## src/ast_params.svh

```systemverilog
// Register offsets, field positions, reset values and timing constants for the serial transmitter
`ifndef AST_PARAMS_SVH
`define AST_PARAMS_SVH

// ----------------------------------------------------------------
// Register offsets (byte-wide registers on a plain port)
// ----------------------------------------------------------------
`define AST_ADDR_W            8
`define AST_OFF_FLAGS         8'h0C
`define AST_OFF_SERIAL_CTRL   8'h18
`define AST_OFF_HOLD          8'h19
`define AST_OFF_ENABLES       8'h8C
`define AST_OFF_TSC           8'h98
`define AST_OFF_DIVISOR       8'h99

// ----------------------------------------------------------------
// Field positions
// ----------------------------------------------------------------
`define AST_TSC_NINTH_VAL     0
`define AST_TSC_SHIFT_EMPTY   1
`define AST_TSC_HIGH_SPEED    2
`define AST_TSC_CLOCKED       4
`define AST_TSC_TX_EN         5
`define AST_TSC_NINTH_SEL     6
`define AST_TSC_CLK_SRC       7
`define AST_FLAG_TX_EMPTY     4
`define AST_SCTRL_PORT_EN     7

// ----------------------------------------------------------------
// Reset values
// ----------------------------------------------------------------
`define AST_TSC_RESET         8'h02
`define AST_BYTE_ZERO         8'h00

// ----------------------------------------------------------------
// Oversampling ticks per bit and last data bit index (minus one)
// ----------------------------------------------------------------
`define AST_OVS_HIGH_LAST     6'h0F
`define AST_OVS_LOW_LAST      6'h3F
`define AST_DATA_LAST         4'h7
`define AST_NINTH_LAST        4'h8

`endif

```

## src/ast_pkg.sv

```systemverilog
// Types shared by the serial transmitter
package ast_pkg;
  // Transmitter phase
  typedef enum logic [1:0] {
    AST_IDLE  = 2'b00,
    AST_START = 2'b01,
    AST_DATA  = 2'b10,
    AST_STOP  = 2'b11
  } ast_phase_t;
endpackage

```

## src/ast_tx.sv

```systemverilog
// Asynchronous serial transmitter with bit rate divider and register port
//
// Decided for this implementation: the placing of the registers and the plain strobed port.
`timescale 1ns/10ps
`default_nettype none
`include "ast_params.svh"

module ast_tx (
  input  wire logic       mclk,         // System clock, 100 MHz
  input  wire logic       reset,        // Synchronous reset, active high
  input  wire logic [7:0] addr,         // Register address
  input  wire logic [7:0] wdata,        // Write data
  input  wire logic       wr,           // Write strobe
  input  wire logic       rd,           // Read strobe
  output logic      [7:0] rdata,        // Read data, cycle after strobe
  input  wire logic       sleep,        // Low-power sleep request (pin)
  output logic            serial_out,   // Serial line level
  output logic            serial_oe,    // Serial line drive enable
  output logic            tx_irq        // Transmit interrupt request
);

  // ----------------------------------------------------------------
  // Registers
  // ----------------------------------------------------------------
  logic [7:0] tsc_r;                    // Transmit status and control
  logic [7:0] divisor_r;                // Bit rate divisor
  logic [7:0] hold_r;                   // Transmit holding buffer
  logic       hold_full_r;              // Holding buffer has data
  logic       empty_flag_r;             // Transmit buffer empty flag
  logic       tx_int_en_r;              // Transmit interrupt enable
  logic       port_en_r;                // Serial port enable
  logic       sleep_s1_r;               // Sleep synchroniser stage one
  logic       sleep_s2_r;               // Sleep synchroniser stage two
  logic [7:0] div_cnt_r;                // Divider counter
  logic [5:0] ovs_cnt_r;                // Oversample counter
  logic [8:0] shifter_r;                // Transmit shifter, not mapped
  logic [3:0] bit_idx_r;                // Data bit index
  logic       ninth_r;                  // Frame carries ninth bit
  ast_pkg::ast_phase_t phase_r;         // Transmitter phase
  logic       tx_en_prev_r;             // Transmit enable last cycle
  logic       serial_out_r;             // Line level register

  // ----------------------------------------------------------------
  // Decode helpers
  // ----------------------------------------------------------------
  // Address match for a register strobe
  function automatic logic hit(input logic [7:0] a, input logic [7:0] off);
    hit = (a == off);
  endfunction

  logic wr_tsc;                         // Write to status/control
  logic wr_hold;                        // Write to holding buffer
  logic wr_div;                         // Write to divisor
  logic active;                         // Asynchronous mode running
  logic tx_en;                          // Transmit enable bit
  logic tick;                           // Divider overflow
  logic bit_end;                        // Last tick of a bit time
  logic shifter_empty;                  // Shifter holds nothing
  logic load;                           // Move buffer into shifter
  logic [5:0] ovs_last;                 // Ticks per bit minus one

  assign wr_tsc   = wr && hit(addr, `AST_OFF_TSC);
  assign wr_hold  = wr && hit(addr, `AST_OFF_HOLD);
  assign wr_div   = wr && hit(addr, `AST_OFF_DIVISOR);
  assign tx_en    = tsc_r[`AST_TSC_TX_EN];
  // Clocked mode clear, port on, not asleep
  assign active   = port_en_r && !tsc_r[`AST_TSC_CLOCKED] && !sleep_s2_r;
  assign shifter_empty = (phase_r == ast_pkg::AST_IDLE);
  assign ovs_last = tsc_r[`AST_TSC_HIGH_SPEED] ? `AST_OVS_HIGH_LAST : `AST_OVS_LOW_LAST;
  assign tick     = active && (div_cnt_r == divisor_r);
  assign bit_end  = tick && (ovs_cnt_r == ovs_last);
  // Load from buffer only when the shifter is empty
  assign load     = active && tx_en && hold_full_r && shifter_empty;

  // ----------------------------------------------------------------
  // Sleep synchroniser
  // ----------------------------------------------------------------
  always_ff @(posedge mclk) begin
    if (reset) begin
      sleep_s1_r <= 1'b0;
      sleep_s2_r <= 1'b0;
    end else begin
      sleep_s1_r <= sleep;
      sleep_s2_r <= sleep_s1_r;
    end
  end

  // ----------------------------------------------------------------
  // Control registers
  // ----------------------------------------------------------------
  always_ff @(posedge mclk) begin
    if (reset) begin
      tsc_r       <= `AST_TSC_RESET;
      divisor_r   <= `AST_BYTE_ZERO;
      tx_int_en_r <= 1'b0;
      port_en_r   <= 1'b0;
    end else begin
      // Shifter empty bit is read-only, bit 3 unimplemented
      if (wr_tsc) begin
        tsc_r <= {wdata[7:4], 1'b0, wdata[`AST_TSC_HIGH_SPEED], 1'b0, wdata[`AST_TSC_NINTH_VAL]};
      end
      if (wr_div) begin
        divisor_r <= wdata;
      end
      if (wr && hit(addr, `AST_OFF_ENABLES)) begin
        tx_int_en_r <= wdata[`AST_FLAG_TX_EMPTY];
      end
      if (wr && hit(addr, `AST_OFF_SERIAL_CTRL)) begin
        port_en_r <= wdata[`AST_SCTRL_PORT_EN];
      end
    end
  end

  // ----------------------------------------------------------------
  // Bit rate divider
  // ----------------------------------------------------------------
  always_ff @(posedge mclk) begin
    if (reset || wr_div || !active) begin
      div_cnt_r <= `AST_BYTE_ZERO;
    end else if (tick) begin
      div_cnt_r <= `AST_BYTE_ZERO;
    end else begin
      div_cnt_r <= div_cnt_r + 8'h01;
    end
  end

  // ----------------------------------------------------------------
  // Holding buffer and empty flag
  // ----------------------------------------------------------------
  always_ff @(posedge mclk) begin
    if (reset) begin
      hold_r       <= `AST_BYTE_ZERO;
      hold_full_r  <= 1'b0;
      empty_flag_r <= 1'b0;
    end else begin
      if (wr_hold) begin
        // New data clears the flag; software cannot clear it otherwise
        hold_r       <= wdata;
        hold_full_r  <= 1'b1;
        empty_flag_r <= 1'b0;
      end else if (load) begin
        // Move empties the buffer in one cycle
        hold_full_r  <= 1'b0;
        empty_flag_r <= 1'b1;
      end else if (tx_en && !tx_en_prev_r) begin
        empty_flag_r <= !hold_full_r;
      end
    end
  end

  // ----------------------------------------------------------------
  // Transmit shifter and framing
  // ----------------------------------------------------------------
  always_ff @(posedge mclk) begin
    if (reset || !tx_en) begin
      // Abort resets the transmitter
      phase_r      <= ast_pkg::AST_IDLE;
      shifter_r    <= 9'h000;
      bit_idx_r    <= 4'h0;
      ninth_r      <= 1'b0;
      ovs_cnt_r    <= 6'h00;
      serial_out_r <= 1'b1;
    end else if (load) begin
      // Ninth bit captured at load time, no parity generated
      shifter_r <= {tsc_r[`AST_TSC_NINTH_VAL], hold_r};
      ninth_r   <= tsc_r[`AST_TSC_NINTH_SEL];
      bit_idx_r <= 4'h0;
      ovs_cnt_r <= 6'h00;
      phase_r   <= ast_pkg::AST_START;
    end else if (tick) begin
      ovs_cnt_r <= bit_end ? 6'h00 : ovs_cnt_r + 6'h01;
      unique case (phase_r)
        ast_pkg::AST_IDLE: begin
          serial_out_r <= 1'b1;
        end
        ast_pkg::AST_START: begin
          // Start bit waits for first shift clock
          serial_out_r <= 1'b0;
          if (bit_end) begin
            phase_r <= ast_pkg::AST_DATA;
          end
        end
        ast_pkg::AST_DATA: begin
          serial_out_r <= shifter_r[0];
          if (bit_end) begin
            shifter_r <= {1'b0, shifter_r[8:1]};
            bit_idx_r <= bit_idx_r + 4'h1;
            if (bit_idx_r == (ninth_r ? `AST_NINTH_LAST : `AST_DATA_LAST)) begin
              phase_r <= ast_pkg::AST_STOP;
            end
          end
        end
        ast_pkg::AST_STOP: begin
          serial_out_r <= 1'b1;
          if (bit_end) begin
            phase_r <= ast_pkg::AST_IDLE;
          end
        end
      endcase
    end
  end

  // ----------------------------------------------------------------
  // Enable edge tracker
  // ----------------------------------------------------------------
  always_ff @(posedge mclk) begin
    if (reset) begin
      tx_en_prev_r <= 1'b0;
    end else begin
      tx_en_prev_r <= tx_en;
    end
  end

  // ----------------------------------------------------------------
  // Read port
  // ----------------------------------------------------------------
  always_ff @(posedge mclk) begin
    if (reset) begin
      rdata <= `AST_BYTE_ZERO;
    end else if (rd) begin
      // Shifter has no address; unmapped reads give zero
      if (hit(addr, `AST_OFF_TSC)) begin
        rdata <= {tsc_r[7:2], shifter_empty, tsc_r[0]};
      end else if (hit(addr, `AST_OFF_DIVISOR)) begin
        rdata <= divisor_r;
      end else if (hit(addr, `AST_OFF_HOLD)) begin
        rdata <= hold_r;
      end else if (hit(addr, `AST_OFF_FLAGS)) begin
        rdata <= {3'h0, empty_flag_r, 4'h0};
      end else if (hit(addr, `AST_OFF_ENABLES)) begin
        rdata <= {3'h0, tx_int_en_r, 4'h0};
      end else if (hit(addr, `AST_OFF_SERIAL_CTRL)) begin
        rdata <= {port_en_r, 7'h00};
      end else begin
        rdata <= `AST_BYTE_ZERO;
      end
    end else begin
      rdata <= `AST_BYTE_ZERO;
    end
  end

  // ----------------------------------------------------------------
  // Outputs
  // ----------------------------------------------------------------
  assign serial_out = serial_out_r;
  assign serial_oe  = tx_en && port_en_r;
  assign tx_irq     = empty_flag_r && tx_int_en_r;
endmodule // ast_tx
`default_nettype wire

```

## config.mk

```make
export PLATFORM = sky130hd
export DESIGN_NAME = ast_tx
export DESIGN_NICKNAME = d
export VERILOG_FILES = /design/src/ast_pkg.sv /design/src/ast_tx.sv
export VERILOG_INCLUDE_DIRS = /design/src
export SDC_FILE = /design/constraint.sdc
export NUM_CORES = 1
export LEC_CHECK = 0
export ABC_CLOCK_PERIOD_IN_PS = 3700
export BUFFER_PORTS_ARGS = -buffer_cell sky130_fd_sc_hd__buf_2
export CAP_MARGIN = 0
export CELL_PAD_IN_SITES_DETAIL_PLACEMENT = 1
export CELL_PAD_IN_SITES_GLOBAL_PLACEMENT = 1
export CORE_ASPECT_RATIO = 1.75
export CORE_MARGIN = 5
export CORE_UTILIZATION = 35
export CTS_BUF_LIST = sky130_fd_sc_hd__clkbuf_8
export DETAILED_ROUTE_END_ITERATION = 12
export PLACE_DENSITY_LB_ADDON = 0.2
export SYNTH_ARGS = -nofsm -noshare
export SYNTH_HDL_FRONTEND = slang
export SYNTH_SLANG_ARGS = --single-unit
```

## constraint.sdc

```tcl
create_clock -name mclk -period 3.7 [get_ports mclk]
set_input_delay 0.185 -clock mclk [delete_from_list [all_inputs] [get_ports mclk]]
set_output_delay 0.185 -clock mclk [all_outputs]
set_load 0.02 [all_outputs]
```

=== Yosys cells after proc, flatten, opt, wreduce, memory -nomap -nowiden ===
Cells that the tools add are included.

* Flip-flop bits (word level): 69
* Output and inout port bits: 11
* Logic and storage cells: 113

* Add/sub/neg operators: 3
* Equal/unequal tests: 20
* Multiplexer cells: 25
* Bitwise operators: 2
* Reductions and logical operators: 43

{| class="wikitable"
|+ Operator list
! kind !! count
|-
| two-way mux 8 bit || 6
|-
| two-way mux 9 bit || 4
|-
| equality test 8 bit, second input constant || 3
|-
| equality test 8 x 5 -> 1 bit, second input constant || 2
|-
| logical AND 1 bit || 15
|-
| two-way mux 6 bit || 2
|-
| != test 3 bit, second input constant || 4
|-
| AND reduction 6 bit || 2
|-
| nonzero test 2 bit || 5
|-
| OR reduction 2 bit || 5
|-
| adder 8 x 1 -> 8 bit, second input constant || 1
|-
| equality test 8 x 4 -> 1 bit, second input constant || 1
|-
| equality test 8 bit || 1
|-
| two-way mux 2 bit || 4
|-
| != test 2 bit, second input constant || 4
|-
| adder 6 x 1 -> 6 bit, second input constant || 1
|-
| equality test 6 bit || 1
|-
| logical NOT 1 bit || 6
|-
| two-way mux 1 bit || 6
|-
| case mux 2 bit (3 select lines) || 1
|-
| AND reduction 3 bit || 2
|-
| adder 4 x 1 -> 4 bit, second input constant || 1
|-
| equality test 2 bit, second input constant || 2
|-
| equality test 4 bit || 1
|-
| other kinds (10) || 13
|}

=== Logic depth before layout (Yosys ltp) ===
Gate-level depths: netlist (run 1).

* Word-level depth: 9
* Mapped depth: 8
* Mapped depth without buffers: 7

=== Least setup slack after synthesis (run 1) ===
No wires, ideal clock.

* Kind: reg2reg
* From: register ovs_cnt_r[4]
* To: register shifter_r[1]
* Library setup time: 0.120 ns
* Data arrival time: 1.591 ns
* Data required time: 3.580 ns
* Setup slack: 1.990 ns
* Stages on the path, launching flop included: 7
* Path buffers: 1
* Cell sequence: dfxtp_1 > or3b_1 > a211oi_2 > and4_1 > buf_6 > mux2i_1 > o21ai_1

* Word-level cells in the longest chain between the ends: 4

{| class="wikitable"
|+ Ends and longest elaborated chain
! item !! line !! source
|-
| start, declared || ast_tx.sv:35 || <nowiki>logic [5:0] ovs_cnt_r;</nowiki>
|-
| start signal, assigned || ast_tx.sv:171 || <nowiki>ovs_cnt_r <= bit_end ? 6'h00 : ovs_cnt_r + 6'h01;</nowiki>
|-
| equality test 6 bit || ast_tx.sv:71 || <nowiki>assign bit_end = tick && (ovs_cnt_r == ovs_last);</nowiki>
|-
| logical AND 1 bit || ast_tx.sv:71 ||
|-
| nonzero test 2 bit (no line) || n/a ||
|-
| AND reduction 3 bit (no line) || n/a ||
|-
| end signal, assigned || ast_tx.sv:165 || <nowiki>shifter_r <= {tsc_r[`AST_TSC_NINTH_VAL], hold_r};</nowiki>
|-
| end signal, assigned || ast_tx.sv:186 || <nowiki>shifter_r <= {1'b0, shifter_r[8:1]};</nowiki>
|-
| end, declared || ast_tx.sv:36 || <nowiki>logic [8:0] shifter_r;</nowiki>
|}

No other way between the ends.
A chain may end at the register's enable or synchronous reset.

=== Worst setup path in the final report (run 1) ===
* From: register phase_r[0]
* To: register shifter_r[4]

* Word-level cells in the longest chain between the ends: 4
* Elaborated cells between the ends (all ways): 8

{| class="wikitable"
|+ Ends and longest elaborated chain
! item !! line !! source
|-
| start, declared || ast_tx.sv:39 || <nowiki>ast_pkg::ast_phase_t phase_r;</nowiki>
|-
| start signal, assigned || ast_tx.sv:157 || <nowiki>phase_r <= ast_pkg::AST_IDLE;</nowiki>
|-
| start signal, assigned || ast_tx.sv:169 || <nowiki>phase_r <= ast_pkg::AST_START;</nowiki>
|-
| start signal, assigned || ast_tx.sv:180 || <nowiki>phase_r <= ast_pkg::AST_DATA;</nowiki>
|-
| logical NOT 2 bit || ast_tx.sv:68 || <nowiki>assign shifter_empty = (phase_r == ast_pkg::AST_IDLE);</nowiki>
|-
| logical AND 1 bit || ast_tx.sv:73 || <nowiki>assign load = active && tx_en && hold_full_r && shifter_empty;</nowiki>
|-
| nonzero test 2 bit (no line) || n/a ||
|-
| AND reduction 3 bit (no line) || n/a ||
|}

Parallel ways exist; a longest one is shown, timed or not.

==> flow_summary_export.csv, run 1 <==
group,metric,value,unit
yosys,synthCells,338,
drt,antenna_left,0,
yosys,synth_top_area_share,44.3,%
yosys,syn_nets,368,
grt,groute.usage.overall,16.1,%
min_path,holdPathStages,2,
drt,wire_per_inst,16.8,um
clocking,numClockSinks,68,
yosys,synth_cell_types,47,
yosys,synth-main-ff-cell,"dfxtp_1",
min_path,hold_end,"sleep_s1_r",
drt,first_iter_violations,75,
drt,drt-pass1-iter-count,4,
clocking,cts_resized,0,
status,status,"completed",
critical_path,required,3.91,ns
yosys,syn_avg_cell_area,9.08,um^2
drt,drt_wl_total,8110,um
critical_path,crit_type,"flop to flop",
clocking,clock_path_buffers,2,
timing,fin_tns_setup,0,ns
critical_path,reg2reg_from,"phase_r[0]",
cells_and_area,diodes,0,
cells_and_area,post-route-util,40.3,%
yosys,synth.largest_area_cell,"dfxtp_1",
floorplanning,core_area,8610,um^2
floorplanning,die_y,134,um
drt,viasPerCell,5.09,
clocking,clk_latency,0.35,ns
clocking,clk_pin_slew_worst_paths,0.07,ns
critical_path,r2r_cells,7,
grt,grt_pass1_vias,2577,
timing,setup_ws,1.51,ns
floorplanning,initial_utilization,35.6,%
floorplanning,dieArea,10800,um^2
floorplanning,std_cell_rows,45,
timing,setup_violations,0,
cells_and_area,fillers,1016,
floorplanning,pin_count,32,
placed_design,gp_congestion,0.786,
timing,slew_violations,0,
timing,hold_viol_final,0,
min_path,hp-start,"sleep",
critical_path,worstSetupStartpointType,"flop",
job,cap_violations,0,
grt,grt_pass1_wl,13000,um
cells_and_area,nets,394,
yosys,ys_ff_latch,68,
cells_and_area,syn2layout_area_growth,13.1,%
timing,tightest_slew,0.873,ns
clocking,root_buffer,"clkbuf_8",
cells_and_area,drive_gt1_share,16.4,%
clocking,hold_buffers,0,
pwr,pwr_density_cell,390,nW/um^2
timing,finClkSkew,0.00943,ns
cells_and_area,mostFrequentLayoutCell,"dfxtp_1",
floorplanning,die_w,80.8,um
yosys,seq_area_frac_synth,44.3,%
timing,rsz0062_at_grt,"no",
yosys,synthTopCellsByArea,"dfxtp_1 44%, mux2i_1 8.8%, nor2_1 4.6%, ha_1 3.7%, a21oi_1 3.6%",
pwr,ir_drop,0.000237,V
drt,drc,0,
clocking,cts_max_level,3,
critical_path,worstPathArrival,2.40,ns
pwr,power,1.35,mW
critical_path,worstPathMaxFanout,11,
timing,min_period_over_period,59.1,%
placed_design,hpwlAfterDp,6250,um
yosys,synth_edf_count,0,
min_path,hold_class,"input port to flop",
placed_design,io_buffers,31,
yosys,yosys_warnings,0,
placed_design,dp_slack,1.52,ns
clocking,cts_setup_buffers,0,
critical_path,crit_path_end_kind,"flop",
grt,antenna_found_initial,0,
drt,vias,2458,
timing,final.min_clock_period,2.19,ns
cells_and_area,fin_area,3470,um^2
timing,slew_headroom,41.1,%
clocking,cts_tree,"yes",
grt,overflow,0,
critical_path,reg2reg_to,"shifter_r[4]",
cells_and_area,seq_area,1360,um^2
placed_design,dpl-instance-area,3290,um^2
pwr,power.leakage,1.28,nW
cells_and_area,final_cell_mix,"68 x dfxtp_1, 38 x nor2_1, 31 x buf_2, 27 x mux2i_1, 27 x nand2_1",
clocking,cts_buffers,9,
yosys,syn_area,3070,um^2
timing,clock.fmax,458,MHz
yosys,async_flop_share,0,%
critical_path,ff2ff_setup_slack,1.51,ns
cells_and_area,multi_input_area,1600,um^2
grt,grt_max_degree,32,
==> how the worst max path moves through the flow <==
| stage | slack, ns | depth (start not counted) | endpoint | startpoint |
|---|---|---|---|---|
| after global routing | 1.34 | 7 | shifter_r[4] | phase_r[0] |
| after CTS | 1.48 | 7 | shifter_r[4] | phase_r[0] |
| final | 1.51 | 7 | shifter_r[4] | phase_r[0] |
| after detailed placement | 1.52 | 7 | shifter_r[4] | phase_r[0] |
| after global placement | 1.56 | 7 | shifter_r[3] | phase_r[0] |
| after floorplan | 1.99 | 6 | shifter_r[1] | ovs_cnt_r[4] |
==> layout make-up <==
class / count / area share, %
multi-input cells: 246 / 46.1
flip-flops and latches: 68 / 39.2
repair buffers: 31 / 4.47
well taps: 117 / 4.22
clock buffers: 10 / 3.96
clock inverters: 3 / 1.15
inverters: 8 / 0.865
==> worst max-delay path: stages, from the launching register on <==
cell and delay [ns]:
dfxtp_1 0.35, inv_1 0.14, ha_1 0.26, inv_1 0.08, a211oi_2 0.25, and4_1 0.61
mux2i_1 0.29, o21ai_1 0.08
==> synthesized netlist by cell type, types with 3 or more instances <==
library cell,number
and2_1,5
o21ai_1,7
and3_1,8
nor2b_1,5
ha_1,9
mux2i_1,27
nand2_1,27
inv_1,8
or3_1,4
mux2_2,7
xnor2_1,3
nor3b_1,3
dfxtp_1,68
nor3_1,3
o21ai_0,10
nor2_1,38
buf_2,5
clkbuf_1,9
a22oi_1,5
nand3_1,19
xor2_1,12
a21oi_1,22
==> metal layers <==
layer	vias up	track usage, %	share of wire, %
met5	-	0	0
met4	0	7.89	2.9
met1	1185	17.2	40
met3	16	3.16	2.5
met2	38	29.3	55
li1	1219	-	-
==> state kept, by name (all words and copies together), names as in the netlist <==
signal / cells
shifter_r: 9
div_cnt_r: 8
divisor_r: 8
hold_r: 8
rdata: 8
ovs_cnt_r: 6
tsc_r: 6
bit_idx_r: 4
phase_r: 2
empty_flag_r: 1
hold_full_r: 1
ninth_r: 1
port_en_r: 1
serial_out: 1
sleep_s1_r: 1
sleep_s2_r: 1
tx_en_prev_r: 1
tx_int_en_r: 1
==> cells by family (layout without fill, tap and decap cells) <==
family / Yosys count / count (layout) / share of synthesized area (%)
AO/OA/AOI/OAI: 54 / 54 / 10.5
XOR/XNOR: 15 / 15 / 4.28
adder cells (fa/ha/maj): 9 / 9 / 3.67
buffers and inverters: 24 / 52 / 3.50
flip-flops: 68 / 68 / 44.3
multiplexers: 34 / 34 / 11.4
AND/OR/NAND/NOR: 134 / 134 / 22.4
==> power by group <==
part | switching [mW] | internal, mW | leakage (nW)
sequential | 0.000546 | 0.733 | 0.548
clock | 0.265 | 0.316 | 0.0939
combinational | 0.0247 | 0.0136 | 0.643
==> metrics by stage <==
stage | hold slack [ns] | cells
after CTS | 0.0402 | 483
final | 0.0505 | 483
after global routing | 0.0394 | 483
after floorplan | 0.313 | 338
after detailed placement | 0.408 | 470
after global placement | 0.400 | 470
Note: power is estimated with default switching activity, not from simulation.
==> inputs of run 2 (changes only) <==
Settings changed: ABC_AREA set to 1, ABC_CLOCK_PERIOD_IN_PS 3700 to 2100.
Clock period 3.7 ns to 2.1 ns, I/O delays scaled along.
==> flow_summary_export.csv, run 2 <==
group,metric,value,unit
cells_and_area,final_cell_mix,"89 x nand2_1, 68 x dfxtp_1, 65 x inv_1, 46 x nor2_1, 45 x a21oi_1",
floorplanning,die_y,141,um
pwr,pwr_density_cell,659,nW/um^2
drt,vias,3100,
yosys,syn_area,3420,um^2
yosys,synth_cell_types,37,
yosys,synth-main-ff-cell,"dfxtp_1",
floorplanning,std_cell_rows,47,
drt,first_iter_violations,101,
timing,fin_tns_setup,0,ns
cells_and_area,largest_reg_flops,9,
floorplanning,die_w,84.8,um
placed_design,hpwlAfterDp,7360,um
pwr,p_comb_share,3.1,%
critical_path,reg2reg_to,"shifter_r[1]",
critical_path,crit_path_start,"phase_r[1]",
clocking,numClockSinks,68,
floorplanning,pin_count,32,
timing,final.min_clock_period,1.82,ns
timing,hold_viol_final,0,
yosys,synthCells,467,
min_path,holdPathStages,3,
min_path,hold_end,"rdata[3]",
placed_design,dp_slack,0.250,ns
timing,rsz0062_at_grt,"no",
clocking,clk_pin_slew_worst_paths,0.07,ns
min_path,hold_class,"input port to flop",
grt,groute.usage.overall,16.4,%
drt,viasPerCell,4.94,
clocking,cts_max_level,3,
yosys,synthTopCellsByArea,"dfxtp_1 40%, nand2_1 9.8%, inv_1 7.0%, a21oi_1 6.6%, nor2_1 5.0%",
timing,finClkSkew,0.00952,ns
critical_path,ff2ff_setup_slack,0.28,ns
cells_and_area,syn2layout_area_growth,13.8,%
critical_path,r2r_cells,9,
timing,slew_headroom,72.0,%
cells_and_area,regMostFlops,"shifter_r",
status,status,"completed",
critical_path,reg2reg_from,"phase_r[1]",
critical_path,worstPathMaxFanout,19,
clocking,cts_buffers,9,
yosys,synth_top_cells_by_count,"89 x nand2_1, 68 x dfxtp_1, 64 x inv_1",
yosys,async_flop_share,0,%
clocking,cts_resized,0,
grt,antenna_found_initial,0,
placed_design,gp_congestion,0.826,
pwr,seqPwrFrac,50.4,%
grt,grt_pass1_wl,15400,um
job,cap_violations,0,
yosys,synth.largest_area_cell,"dfxtp_1",
pwr,power.leakage,1.52,nW
cells_and_area,mostFrequentLayoutCell,"nand2_1",
floorplanning,core_area,9530,um^2
cells_and_area,fin_area,3900,um^2
drt,drc,0,
pwr,p_sw_share,21.7,%
cells_and_area,drive_gt1_share,18.0,%
timing,tightest_slew,0.420,ns
yosys,syn_avg_cell_area,7.33,um^2
timing,clock.fmax,550,MHz
placed_design,io_buffers,31,
grt,overflow,0,
clocking,clk_latency,0.35,ns
cells_and_area,diodes,0,
critical_path,required,2.33,ns
pwr,p_int,2.01,mW
drt,wire_per_inst,14.7,um
grt,grt_pass1_vias,3306,
min_path,hp-start,"rd",
critical_path,worstSetupStartpointType,"flop",
pwr,p_clk_share,46.5,%
drt,drt-pass1-iter-count,4,
floorplanning,dieArea,11900,um^2
critical_path,worstPathArrival,2.05,ns
cells_and_area,nets,531,
critical_path,crit_path_end_kind,"flop",
clocking,root_buffer,"clkbuf_8",
placed_design,dpl-instance-area,3670,um^2
grt,grt_max_degree,22,
yosys,synth_top_area_share,39.8,%
yosys,syn_nets,497,
yosys,seq_area_frac_synth,39.8,%
clocking,clock_path_buffers,2,
pwr,ir_drop,0.000326,V
timing,min_period_over_period,86.6,%
yosys,ys_ff_latch,68,
floorplanning,initial_utilization,35.9,%
timing,slew_violations,0,
timing,setup_violations,0,
clocking,cts_tree,"yes",
pwr,power_switching,0.558,mW
pwr,power,2.57,mW
drt,drt_wl_total,9240,um
clocking,cts_setup_buffers,0,
critical_path,crit_type,"flop to flop",
yosys,synth_edf_count,0,
drt,antenna_left,0,
yosys,yosys_warnings,0,
timing,setup_ws,0.282,ns
yosys,yosysMostFrequentCell,"nand2_1",
## run 2: cell count changes in the layout (fill, tap and decap cells not counted), sizes merged, moves of 8 or more
cell	change
and3	-8
nor2	+22
a21oi	+23
nand2	+66
mux2i	-27
o21ai	+24
inv	+66
## run 2: cell type report
cell class | instances | area (um^2)
clock buffer | 10 | 138
inverter | 73 | 277
sequential | 68 | 1360
timing repair buffer | 33 | 173
clock inverter | 6 | 78.8
multi-input combinational | 316 | 1720
fill | 1263 | 5630
tap | 122 | 153
## run 2: worst max-delay path: stages, from the launching register on
cell and delay [ns]:
dfxtp_1 0.37, inv_1 0.12, ha_1 0.19, nand3_1 0.14
nor2_4 0.28, inv_4 0.15, nand2_4 0.23, nand2_1 0.09
o21ai_2 0.06, nor2_1 0.05
## run 2: metal layers
layer / global-route usage [%] / part of all wire [%] / up-vias
met1: 17.2 / 40 / 1469
met3: 2.57 / 2.7 / 16
met2: 30.9 / 54 / 51
li1: - / - / 1564
met5: 0 / 0 / -
met4: 8.01 / 2.8 / 0
## run 2: through the flow
stage / utilization, % / std cells / hold slack [ns]
2_1_floorplan: - / 467 / 0.192
3_3_place_gp: 38.5 / 611 / 0.306
3_5_place_dp: 38.5 / 611 / 0.323
4_1_cts: 40.9 / 628 / 0.00340
5_1_grt: 40.9 / 628 / 0.0305
6_report: 40.9 / 628 / 0.0216
## run 2: kinds of logic after synthesis
group	count (synthesis)	synth area share [%]
DFF	68	39.8
xor gates and xnor gates	12	3.07
buffers and inverters	83	10.1
adders and majority gates	9	3.29
AOI/OAI and AO/OA	96	15.3
and+or+nand+nor	199	28.5
## run 2: worst max path at each step
stage,end,slack [ns],depth (start not counted)
after global placement,shifter_r[0],0.31,9
final,shifter_r[1],0.28,9
after floorplan,shifter_r[5],0.55,10
after detailed placement,shifter_r[0],0.25,9
after global routing,shifter_r[5],0.08,9
after CTS,shifter_r[8],0.24,9
## run 2: power groups by stage
stage | sequential [mW] | clock (mW) | combinational (mW)
2_1_floorplan | 1.32 | 0 | 0.0375
3_3_place_gp | 1.32 | 0 | 0.0787
3_5_place_dp | 1.32 | 0 | 0.0797
4_1_cts | 1.29 | 1.23 | 0.0812
5_1_grt | 1.29 | 1.28 | 0.0886
6_report | 1.29 | 1.19 | 0.0806
## run 2: repair_timing
item / CTS / global route
endpoints found under the setup margin: 0 / 0
hold buffers: 1 / 0
endpoints found under the hold margin: 1 / 0
